==> src/include/csbc_pkg.sv <==
// Package: constants and types for the processor address/command port
package csbc_pkg;
  localparam int ADDR_HI = 39;
  localparam int ADDR_LO = 4;
  localparam int ADDR_W = ADDR_HI - ADDR_LO + 1;
  localparam int CMD_W = 4;
  localparam int FLASH_W = 8;
  localparam int ISO_W = 3;

  // Inbound commands from the processor
  localparam logic [3:0] CMD_IDLE = 4'h0;
  localparam logic [3:0] CMD_LOCK = 4'h1;
  localparam logic [3:0] CMD_FETCH = 4'h2;
  localparam logic [3:0] CMD_FETCH_M = 4'h3;
  localparam logic [3:0] CMD_MB = 4'h4;
  localparam logic [3:0] CMD_SET_DIRTY = 4'h5;
  localparam logic [3:0] CMD_WR_BLK = 4'h6;
  localparam logic [3:0] CMD_WR_BLK_LOCK = 4'h7;
  localparam logic [3:0] CMD_RD_MISS0 = 4'h8;
  localparam logic [3:0] CMD_RD_MISS1 = 4'h9;
  localparam logic [3:0] CMD_RD_MOD0 = 4'ha;
  localparam logic [3:0] CMD_RD_MOD1 = 4'hb;
  localparam logic [3:0] CMD_L3_VICTIM = 4'hc;
  localparam logic [3:0] CMD_UNUSED = 4'hd;
  localparam logic [3:0] CMD_RD_MOD_SC0 = 4'he;
  localparam logic [3:0] CMD_RD_MOD_SC1 = 4'hf;

  // Outbound commands to the processor
  localparam logic [3:0] OCMD_IDLE = 4'h0;
  localparam logic [3:0] OCMD_FLUSH = 4'h1;
  localparam logic [3:0] OCMD_INVAL = 4'h2;
  localparam logic [3:0] OCMD_READ = 4'h4;

  // Probe status codes
  localparam logic [1:0] PRB_NOP = 2'h0;
  localparam logic [1:0] PRB_MISS = 2'h1;
  localparam logic [1:0] PRB_SCACHE = 2'h2;
  localparam logic [1:0] PRB_L3 = 2'h3;

  localparam logic [3:0] CLS_NONE = 4'h0;
  localparam logic [3:0] CLS_LOCK = 4'h1;
  localparam logic [3:0] CLS_BARRIER = 4'h2;
  localparam logic [3:0] CLS_WRITE = 4'h3;
  localparam logic [3:0] CLS_READ = 4'h4;
  localparam logic [3:0] CLS_READ_MOD = 4'h5;
  localparam logic [3:0] CLS_READ_MOD_SC = 4'h6;
  localparam logic [3:0] CLS_VICTIM = 4'h7;

  typedef enum logic [1:0] {
    CSBC_IDLE = 2'b00,
    CSBC_REQ = 2'b01,
    CSBC_DRIVE = 2'b10,
    CSBC_RELEASE = 2'b11
  } csbc_state_e;
endpackage : csbc_pkg

==> src/rtl/csbc_cmd_decode.sv <==
// Inbound processor command decoder
`timescale 1ns/10ps
module csbc_cmd_decode (
  // Command in
  input wire logic [csbc_pkg::CMD_W-1:0] cmd,
  // Decode out
  output logic [3:0] cls,
  output logic take_action,
  output logic needs_ack
);
  import csbc_pkg::*;

  always_comb begin
    cls = CLS_NONE;
    take_action = 1'b1;
    needs_ack = 1'b1;
    case (cmd)
      CMD_LOCK: cls = CLS_LOCK;
      CMD_MB: cls = CLS_BARRIER;
      CMD_WR_BLK, CMD_WR_BLK_LOCK: cls = CLS_WRITE;
      CMD_RD_MISS0, CMD_RD_MISS1: cls = CLS_READ;
      CMD_RD_MOD0, CMD_RD_MOD1: cls = CLS_READ_MOD; // see RQ8
      CMD_RD_MOD_SC0, CMD_RD_MOD_SC1: cls = CLS_READ_MOD_SC; // see RQ11
      CMD_L3_VICTIM: cls = CLS_VICTIM;
      CMD_FETCH, CMD_FETCH_M, CMD_SET_DIRTY: begin
        take_action = 1'b0; // see RQ9
      end
      CMD_IDLE, CMD_UNUSED: begin
        take_action = 1'b0; // see RQ10
        needs_ack = 1'b0;
      end
      default: begin
        take_action = 1'b0;
        needs_ack = 1'b0;
      end
    endcase
  end
endmodule : csbc_cmd_decode

==> src/rtl/csbc_port.sv <==
// Processor address/command port of the core logic
// Functional notes
// RQ1: Request bus one cycle before driving it
// RQ2: Odd parity over address and command
// RQ3: Parity driven during flash access too
// RQ4: Flash signals share low address lines
// RQ5: Processor returns two-bit probe status
// RQ6: Probe codes 00,01,10,11 nop/miss/scache/l3
// RQ7: Acknowledge only when command can be taken
// RQ8: Decode inbound four-bit command codes
// RQ9: Fetch, fetch-modify, set-dirty acknowledged, ignored
// RQ10: Code 1101 handled as idle
// RQ11: Store-conditional read-modify variants recognised
// RQ12: Outbound only idle, flush, invalidate, read
// RQ13: Power-control output requests processor power-down
// RQ14: Active-low processor reset under device control
// RQ15: Three isolation outputs decouple the cache
// RQ16: Substitute clock supplied while processor off; this port has no clock output
`timescale 1ns/10ps
module csbc_port #(
  parameter int FLASH_LINES = csbc_pkg::FLASH_W
) (
  // Clock and reset
  input wire logic mclk,
  input wire logic rst_n,
  // Shared address/command bus
  input wire logic [csbc_pkg::ADDR_W-1:0] addr_in,
  output logic [csbc_pkg::ADDR_W-1:0] addr_out,
  output logic addr_oe,
  input wire logic [csbc_pkg::CMD_W-1:0] cmd_in,
  output logic [csbc_pkg::CMD_W-1:0] cmd_out,
  output logic cmd_oe,
  input wire logic par_in,
  output logic par_out,
  output logic par_oe,
  output logic addr_bus_req,
  output logic cmd_ack,
  input wire logic [1:0] probe_status,
  // Processor control
  output logic cpu_pwr_down,
  output logic cpu_reset_n,
  output logic [csbc_pkg::ISO_W-1:0] cache_isolate,
  // Core side: outbound command request
  input wire logic out_req,
  input wire logic [csbc_pkg::CMD_W-1:0] out_cmd,
  input wire logic [csbc_pkg::ADDR_W-1:0] out_addr,
  output logic out_busy,
  // Core side: flash path
  input wire logic flash_req,
  input wire logic [FLASH_LINES-1:0] flash_sig,
  // Core side: inbound command stream
  input wire logic core_ready,
  output logic in_valid,
  output logic [3:0] in_class,
  output logic [csbc_pkg::ADDR_W-1:0] in_addr,
  output logic in_par_err,
  output logic probe_valid,
  output logic [1:0] probe_code,
  input wire logic probe_expect,
  // Core side: processor control
  input wire logic pwr_down_req,
  input wire logic cpu_reset_req,
  input wire logic isolate_req
);
  import csbc_pkg::*;

  logic rst_s1_reg;
  logic rst_s2_reg;
  csbc_state_e state_reg;
  csbc_state_e state_next;
  logic [ADDR_W-1:0] addr_reg;
  logic [CMD_W-1:0] cmd_reg;
  logic flash_mode_reg;
  logic [FLASH_LINES-1:0] flash_reg;
  logic [3:0] cls;
  logic take_action;
  logic needs_ack;

  always_ff @(posedge mclk or negedge rst_n) begin
    if (!rst_n) begin
      rst_s1_reg <= 1'b0;
      rst_s2_reg <= 1'b0;
    end else begin
      rst_s1_reg <= 1'b1;
      rst_s2_reg <= rst_s1_reg;
    end
  end

  csbc_cmd_decode u_dec (
    .cmd(cmd_in),
    .cls(cls),
    .take_action(take_action),
    .needs_ack(needs_ack)
  );

  // Outbound codes outside the legal set degrade to idle
  wire out_cmd_legal = (out_cmd == OCMD_IDLE) || (out_cmd == OCMD_FLUSH) ||
                       (out_cmd == OCMD_INVAL) || (out_cmd == OCMD_READ); // see RQ12
  wire [CMD_W-1:0] out_cmd_safe = out_cmd_legal ? out_cmd : OCMD_IDLE;
  wire start = (state_reg == CSBC_IDLE) && (out_req || flash_req);
  wire inbound_ok = (state_reg == CSBC_IDLE) && !out_req && !flash_req;

  // Flash signals replace the low address lines in flash mode
  wire [ADDR_W-1:0] flash_addr = {addr_reg[ADDR_W-1:FLASH_LINES], flash_reg}; // see RQ4
  wire [ADDR_W-1:0] drv_addr = flash_mode_reg ? flash_addr : addr_reg;
  wire [CMD_W-1:0] drv_cmd = flash_mode_reg ? OCMD_IDLE : cmd_reg;

  always_comb begin
    state_next = state_reg;
    case (state_reg)
      CSBC_IDLE: if (start) state_next = CSBC_REQ;
      CSBC_REQ: state_next = CSBC_DRIVE; // see RQ1
      CSBC_DRIVE: state_next = CSBC_RELEASE;
      CSBC_RELEASE: state_next = CSBC_IDLE;
      default: state_next = CSBC_IDLE;
    endcase
  end

  always_ff @(posedge mclk or negedge rst_s2_reg) begin
    if (!rst_s2_reg) begin
      state_reg <= CSBC_IDLE;
      addr_reg <= '0;
      cmd_reg <= OCMD_IDLE;
      flash_mode_reg <= 1'b0;
      flash_reg <= '0;
    end else begin
      state_reg <= state_next;
      if (start) begin
        flash_mode_reg <= flash_req && !out_req;
        addr_reg <= out_addr;
        cmd_reg <= out_cmd_safe;
        flash_reg <= flash_sig;
      end
    end
  end

  // Request rises in REQ, the cycle before the bus is driven
  always_ff @(posedge mclk or negedge rst_s2_reg) begin
    if (!rst_s2_reg) begin
      addr_bus_req <= 1'b0;
      addr_oe <= 1'b0;
      cmd_oe <= 1'b0;
      par_oe <= 1'b0;
      addr_out <= '0;
      cmd_out <= '0;
      par_out <= 1'b1;
    end else begin
      addr_bus_req <= start; // see RQ1
      addr_oe <= (state_next == CSBC_DRIVE);
      cmd_oe <= (state_next == CSBC_DRIVE);
      par_oe <= (state_next == CSBC_DRIVE); // see RQ3
      addr_out <= drv_addr;
      cmd_out <= drv_cmd;
      par_out <= ~(^{drv_addr, drv_cmd}); // see RQ2
    end
  end

  // Inbound accept, parity check and probe capture
  // A command still held in its acknowledge cycle is not taken twice
  wire in_take = inbound_ok && needs_ack && core_ready && !cmd_ack; // see RQ7
  wire in_par_bad = ~(^{addr_in, cmd_in, par_in}); // see RQ2
  always_ff @(posedge mclk or negedge rst_s2_reg) begin
    if (!rst_s2_reg) begin
      cmd_ack <= 1'b0;
      in_valid <= 1'b0;
      in_class <= CLS_NONE;
      in_addr <= '0;
      in_par_err <= 1'b0;
      probe_valid <= 1'b0;
      probe_code <= PRB_NOP;
    end else begin
      cmd_ack <= in_take;
      in_valid <= in_take && take_action;
      if (in_take) begin
        in_class <= cls;
        in_addr <= addr_in;
        in_par_err <= in_par_bad;
      end
      probe_valid <= probe_expect && (probe_status != PRB_NOP); // see RQ6
      if (probe_expect) probe_code <= probe_status; // see RQ5
    end
  end

  // Processor power, reset and isolation controls
  always_ff @(posedge mclk or negedge rst_s2_reg) begin
    if (!rst_s2_reg) begin
      cpu_pwr_down <= 1'b0;
      cpu_reset_n <= 1'b0;
      cache_isolate <= '0;
    end else begin
      cpu_pwr_down <= pwr_down_req; // see RQ13
      cpu_reset_n <= ~cpu_reset_req; // see RQ14
      cache_isolate <= {ISO_W{isolate_req}}; // see RQ15
    end
  end

  assign out_busy = (state_reg != CSBC_IDLE);
endmodule : csbc_port

==> config.mk <==
export PLATFORM = sky130hd
export DESIGN_NAME = csbc_port
export DESIGN_NICKNAME = d
export VERILOG_FILES = /design/src/include/csbc_pkg.sv /design/src/rtl/csbc_cmd_decode.sv /design/src/rtl/csbc_port.sv
export SDC_FILE = /design/constraint.sdc
export NUM_CORES = 1
export LEC_CHECK = 0
export BUFFER_PORTS_ARGS = -buffer_cell sky130_fd_sc_hd__buf_4
export CAP_MARGIN = 0
export CORE_AREA = 2 2 107 109
export DETAILED_ROUTE_END_ITERATION = 6
export DIE_AREA = 0 0 109 111
export PLACE_DENSITY = 0.84
export SETUP_SLACK_MARGIN = 0.3
export SYNTH_ARGS = -nofsm -noshare
export SYNTH_HDL_FRONTEND = slang
export SYNTH_SLANG_ARGS = --single-unit
export TNS_END_PERCENT = 10
==> constraint.sdc <==
create_clock -name mclk -period 7.5 [get_ports mclk]
set_input_delay 1.5 -clock mclk [delete_from_list [all_inputs] [get_ports mclk]]
set_output_delay 1.5 -clock mclk [all_outputs]
set_load 0.01 [all_outputs]
After elaboration in Yosys (flattened, before gate mapping):

Cells that the tools add are included.

* register bits: 145
* latch bits: 0
* RAM bits: 0
* bits in read-only memories: 0
* bits of input ports: 100
* output and inout bits: 97
* logic and storage cells: 84
* memories kept: 0

* add/subtract/negate cells: 0
* multipliers: 0
* div/mod/pow operators: 0
* order comparisons: 0
* equality and inequality tests: 22
* shift-type cells: 0
* mux-type cells: 8
* bitwise gates (word level): 3
* reductions and logical operators: 29

Operators with widths (number)
* $reduce_xor 41->1: 1
* $reduce_xor 40->1: 1
* $eq 4x4->1 const B: 8
* $pmux 3 s7: 1
* $eq 4x3->1 const B: 5
* $eq 4x2->1 const B: 3
* $reduce_or 2->1: 5
* $logic_and 1x1->1: 9
* $eq 4x1->1 const B: 2
* $logic_not 4->1: 2
* $mux 4: 2
* $mux 8: 1
* $pmux 2 s4: 1
* $eq 2x2->1 const B: 3
* $reduce_or 5->1: 1
* $logic_or 1x1->1: 4
* $reduce_bool 2->1: 2
* $logic_not 1->1: 3
* $not 1->1: 3
* $eq 2x1->1 const B: 1
* $logic_not 2->1: 1
* $mux 1: 2
* $mux 2: 1

Depth between registers and ports, before layout:

* word-level depth: 7
* mapped depth: 7
* mapped depth without buffers: 6

Hierarchy:

Synthesis repeated with hierarchy kept, for this count alone.

* cell total of the unflattened synthesis: 559
* area, all modules: 5845.6 µm²

By module, submodules not included
* csbc_port: times used 1, cells each 543, area an instance 5740.5 µm², sequential area each 3629.7 µm²
* csbc_cmd_decode: times used 1, cells each 16, area an instance 105.1 µm², sequential area each 0.0 µm²

Worst setup path before layout:

No wires, ideal clock.

* kind: in2reg
* from: input cmd_in[2] in the netlist's numbering
* to: register in_addr[18] in the netlist's numbering
* library setup time: 125 ps
* arrival: 2787 ps
* data required time: 7375 ps
* slack: 4588 ps
* stages: 7
* buffers on the path: 3
* path through: buf_2 > or3_1 > a21oi_2 > nor2_1 > buf_6 > buf_6 > mux2_2

* longest elaborated chain between the ends: 6
* elaborated cells between the ends (all ways): 7
* those cells by class: eq/ne: 1; mux: 1; reduce/logical: 5

RTL lines
* start, declared: line csbc_port.sv:30 `input wire logic [csbc_pkg::CMD_W-1:0] cmd_in,`
* $eq 4x4->1 or $logic_not 4->1 (tied branches): line csbc_cmd_decode.sv:17 `case (cmd)`
* $reduce_or 2->1 (*): line csbc_cmd_decode.sv:17
* $mux 1 (*): line csbc_cmd_decode.sv:17
* $logic_and 1x1->1 (*) (3 in a row): line csbc_port.sv:160 `wire in_take = inbound_ok && needs_ack && core_ready && !cmd_ack;`
* end signal, assigned: line csbc_port.sv:176 `in_addr <= addr_in;`
* end, declared: line csbc_port.sv:55 `output logic [csbc_pkg::ADDR_W-1:0] in_addr,`

Mark *: on every way between the ends. The rest lies on a longest branch, timed or not.
A chain may end at the register's enable or synchronous reset.

Worst setup path in the final report:

* from: input flash_req
* to: register in_addr[15] in the netlist's numbering

* longest elaborated chain between the ends: 5

RTL lines
* start, declared: line csbc_port.sv:49 `input wire logic flash_req,`
* $logic_not 1->1: line csbc_port.sv:101 `wire inbound_ok = (state_reg == CSBC_IDLE) && !out_req && !flash_req;`
* $logic_and 1x1->1: line csbc_port.sv:101
* $logic_and 1x1->1 (3 in a row): line csbc_port.sv:160

Every way passes these cells.

==> summary.txt <==
Yosys
  • Syn avg cell area: between 10 and 15 sq um
  • Leading cell types by count after synthesis: dfrtp_1 (143), nand2_1 (135), xnor2_1 (59)
  • Syn Inst Count: 475
  • Ranking of synthesized cells by area: dfrtp_1 (62%), mux2_2 (8.9%), xnor2_1 (8.9%)
  • Post-synth EDFFs: 0
  • Mapped cell area: between 0.005 and 0.006 sq mm
  • Post-synth net total: roughly 580
  • Dominant cell type by area after synthesis: dfrtp_1
  • Synthesis warning total: 0
  • Async set-reset flop share out of synthesis: between 90% and 100%
  • Most frequent cell after synthesis: dfrtp_1
  • Seq cells post-synth: 144
  • Post-synthesis sequential area ratio: between 60% and 70%
  • Cell variety after synth: 36
  • Top cell type's share of synthesized area: a little over 60%
  • Main synth FF type: dfrtp_1

Placed design
  • Port bufs: 195
  • DP Worst Slack: about 4 ns
  • Dpl hpwl: roughly 9.3 mm
  • Area after DPL: between 0.007 and 0.008 sq mm
  • GPL Wtd Cong: between 0.7 and 0.8

Timing
  • Setup_tns: 0 ns
  • Worst Max-Slew Pin Slew: between 1 and 1.5 ns
  • Tcrit/Tclk final: approximately 42%
  • Fmax: 314 MHz
  • Finish-stage setup viols: 0
  • Final Hold Viols: 0
  • Fin. max-slew vios: 0
  • RSZ-0062 raised after global routing: false
  • Crit path time final: about 3.2 ns
  • Final WS setup: roughly 4.3 ns
  • Slew HR: 29.6%
  • Worst Skew: around 0.0091 ns
  • Hold_ws: 0.351 ns

GRT
  • Grt ovf: 0
  • Largest net degree at the start of global routing: 54
  • Vias in the first global route: between 4k and 5k
  • First-pass GRT wire length: 20.5 mm
  • Antenna violations before repair: 0
  • GRT Util Overall: 22.1%

Power and ir drop
  • Worst ir drop on vdd: roughly 0.34 mV
  • P per Cell Area: 486 mW/mm^2
  • Combinational power share: 42.4%
  • Switching portion of total power: about a third
  • P_leak: 4.00 nW
  • Switching power: around 0.0013 W
  • Sequential cell fraction of total power: between 30% and 40%
  • Clock Power Share: a little under a quarter
  • Internal Power: ~0.0026 W

Floorplan
  • Initial Util: a little over half
  • Number of placed I/O pins: 197
  • Die height: about 110 microns
  • Die area: 0.0121 sq mm
  • Core area: 0.0111 sq mm
  • Die W: 109 microns
  • Rows: 39

Run
  • Max Cap Viol: 0

Routing
  • Vias/cell: 4.82
  • Vias post-DR: 3982
  • DR pass1 iterations: 6
  • Total Wirelength: 12.8 mm
  • Drt wl/cell: between 15 and 20 microns
  • DRT iter0 DRCs: about 210
  • DRC viols: 0
  • Routed Antenna Nets: 0

CTS
  • CTS Buf Count: 17
  • H-tree depth: 4
  • Clk_lat worst skew: 0.40 ns
  • Post-CTS Resized: 0
  • Maximum clock insertion buffer count: 2
  • Clock transition at path regs: ~0.060 ns
  • Post-CTS Setup Bufs: 0
  • CTS Hold Bufs: 0
  • CTS tree: built
  • Clk sink count: between 100 and 150
  • Clock Tree Root: clkbuf_16

Layout
  • Final instance area: ~0.0080 sq mm
  • Post-layout util: approximately 72%
  • N_diodes: 0
  • Area Overhead vs Synth: 37.8%
  • Layout cell share with drive strength beyond 1: 41.3%
  • Layout Nets: about 780

Worst setup path
  • Worst path required time: slightly below 8 ns
  • Crit path launch: flash_req
  • FF-to-FF Start: state_reg[0]
  • Worst-path maximum fanout: 39
  • CP arrival: between 3 and 4 ns
  • CP startpoint kind: input port
  • WS Path Type: in -> reg
  • CP endpoint kind: flip-flop

Min path
  • Worst Hold Class: reg -> async

Run status
  • Outcome: finished, final reports clean
-- final cells by class --
class / instances / area (sq um)
Timing Repair Buffer: 198 / 1490
Clock inverter: 12 / 184
Tap cell: 143 / 179
Fill cell: 758 / 3080
Clock buffer: 19 / 443
Inverter: 7 / 26.3
Multi-Input combinational cell: 303 / 2070
Sequential cell: 144 / 3610
-- layer usage --
metal  vias to the layer above  track usage [%]  wire length (microns)
met3                        11             8.99                   1330
met5                         -                0                      0
met2                       169             37.0                   6420
met4                         0             6.67                    126
met1                      1897             26.0                   4960
li1                       1905                -                      -
-- power groups by stage --
stage / logic [W] / registers (W) / clock network [W]
5_1_grt: 0.00182 / 0.00140 / 0.000935
3_5_place_dp: 0.00167 / 0.00137 / 0
4_1_cts: 0.00168 / 0.00136 / 0.000907
2_1_floorplan: 0.000983 / 0.00143 / 0
6_report: 0.00165 / 0.00135 / 0.000887
3_3_place_gp: 0.00161 / 0.00135 / 0
-- stage by stage --
step,power (W),instances
after global placement,0.00296,795
after detailed placement,0.00304,795
final,0.00389,826
after CTS,0.00394,826
after global routing,0.00415,826
after floorplan,0.00241,475
-- final timing paths --
kind,to,slack [ns],cells after the start
min reg2reg,addr_out[16],0.35,0
min,addr_out[16],0.35,0
min in group mclk,rst_s2_reg,0.36,0
max in group asynchronous,in_addr[34],5.48,2
max,in_addr[15],4.32,5
max reg2reg,in_addr[15],4.80,5
-- critical path, stage by stage --
cell and delay, ns:
buf_4 0.13, nor2_1 0.10, nand4b_1 0.34, nor2_4 0.94
mux2_2 0.43
-- cell usage in the layout (no fill, tap or decap), types with 2 or more instances in the layout --
master      instances
dfrtp_1           142
conb_1              2
buf_4             198
inv_1               6
xnor3_1             3
a211oi_1            2
clkbuf_16          17
mux2_2             46
xor2_1             12
xnor2_1            59
bufinv_16           4
nor2b_1             5
ha_1                4
a21oi_1             4
nor3_1              2
nor2_1              8
o21ai_0             4
nand2_1           135
nand3b_1            2
clkinvlp_4          2
clkinv_4            3
inv_6               2
-- cell families (layout without fill, tap and decap cells) --
group,Yosys count,in the layout,synth area share (%)
adders and majority gates,4,4,0.863
xor gates and xnor gates,76,76,12.6
other,2,2,0.129
muxes,46,46,8.93
and+or+nand+nor,158,158,10.9
buffers and inverters,28,236,2.55
AOI/OAI and AO/OA,17,17,1.88
DFF,144,144,62.2
Note: power is estimated with default switching activity, not from simulation.
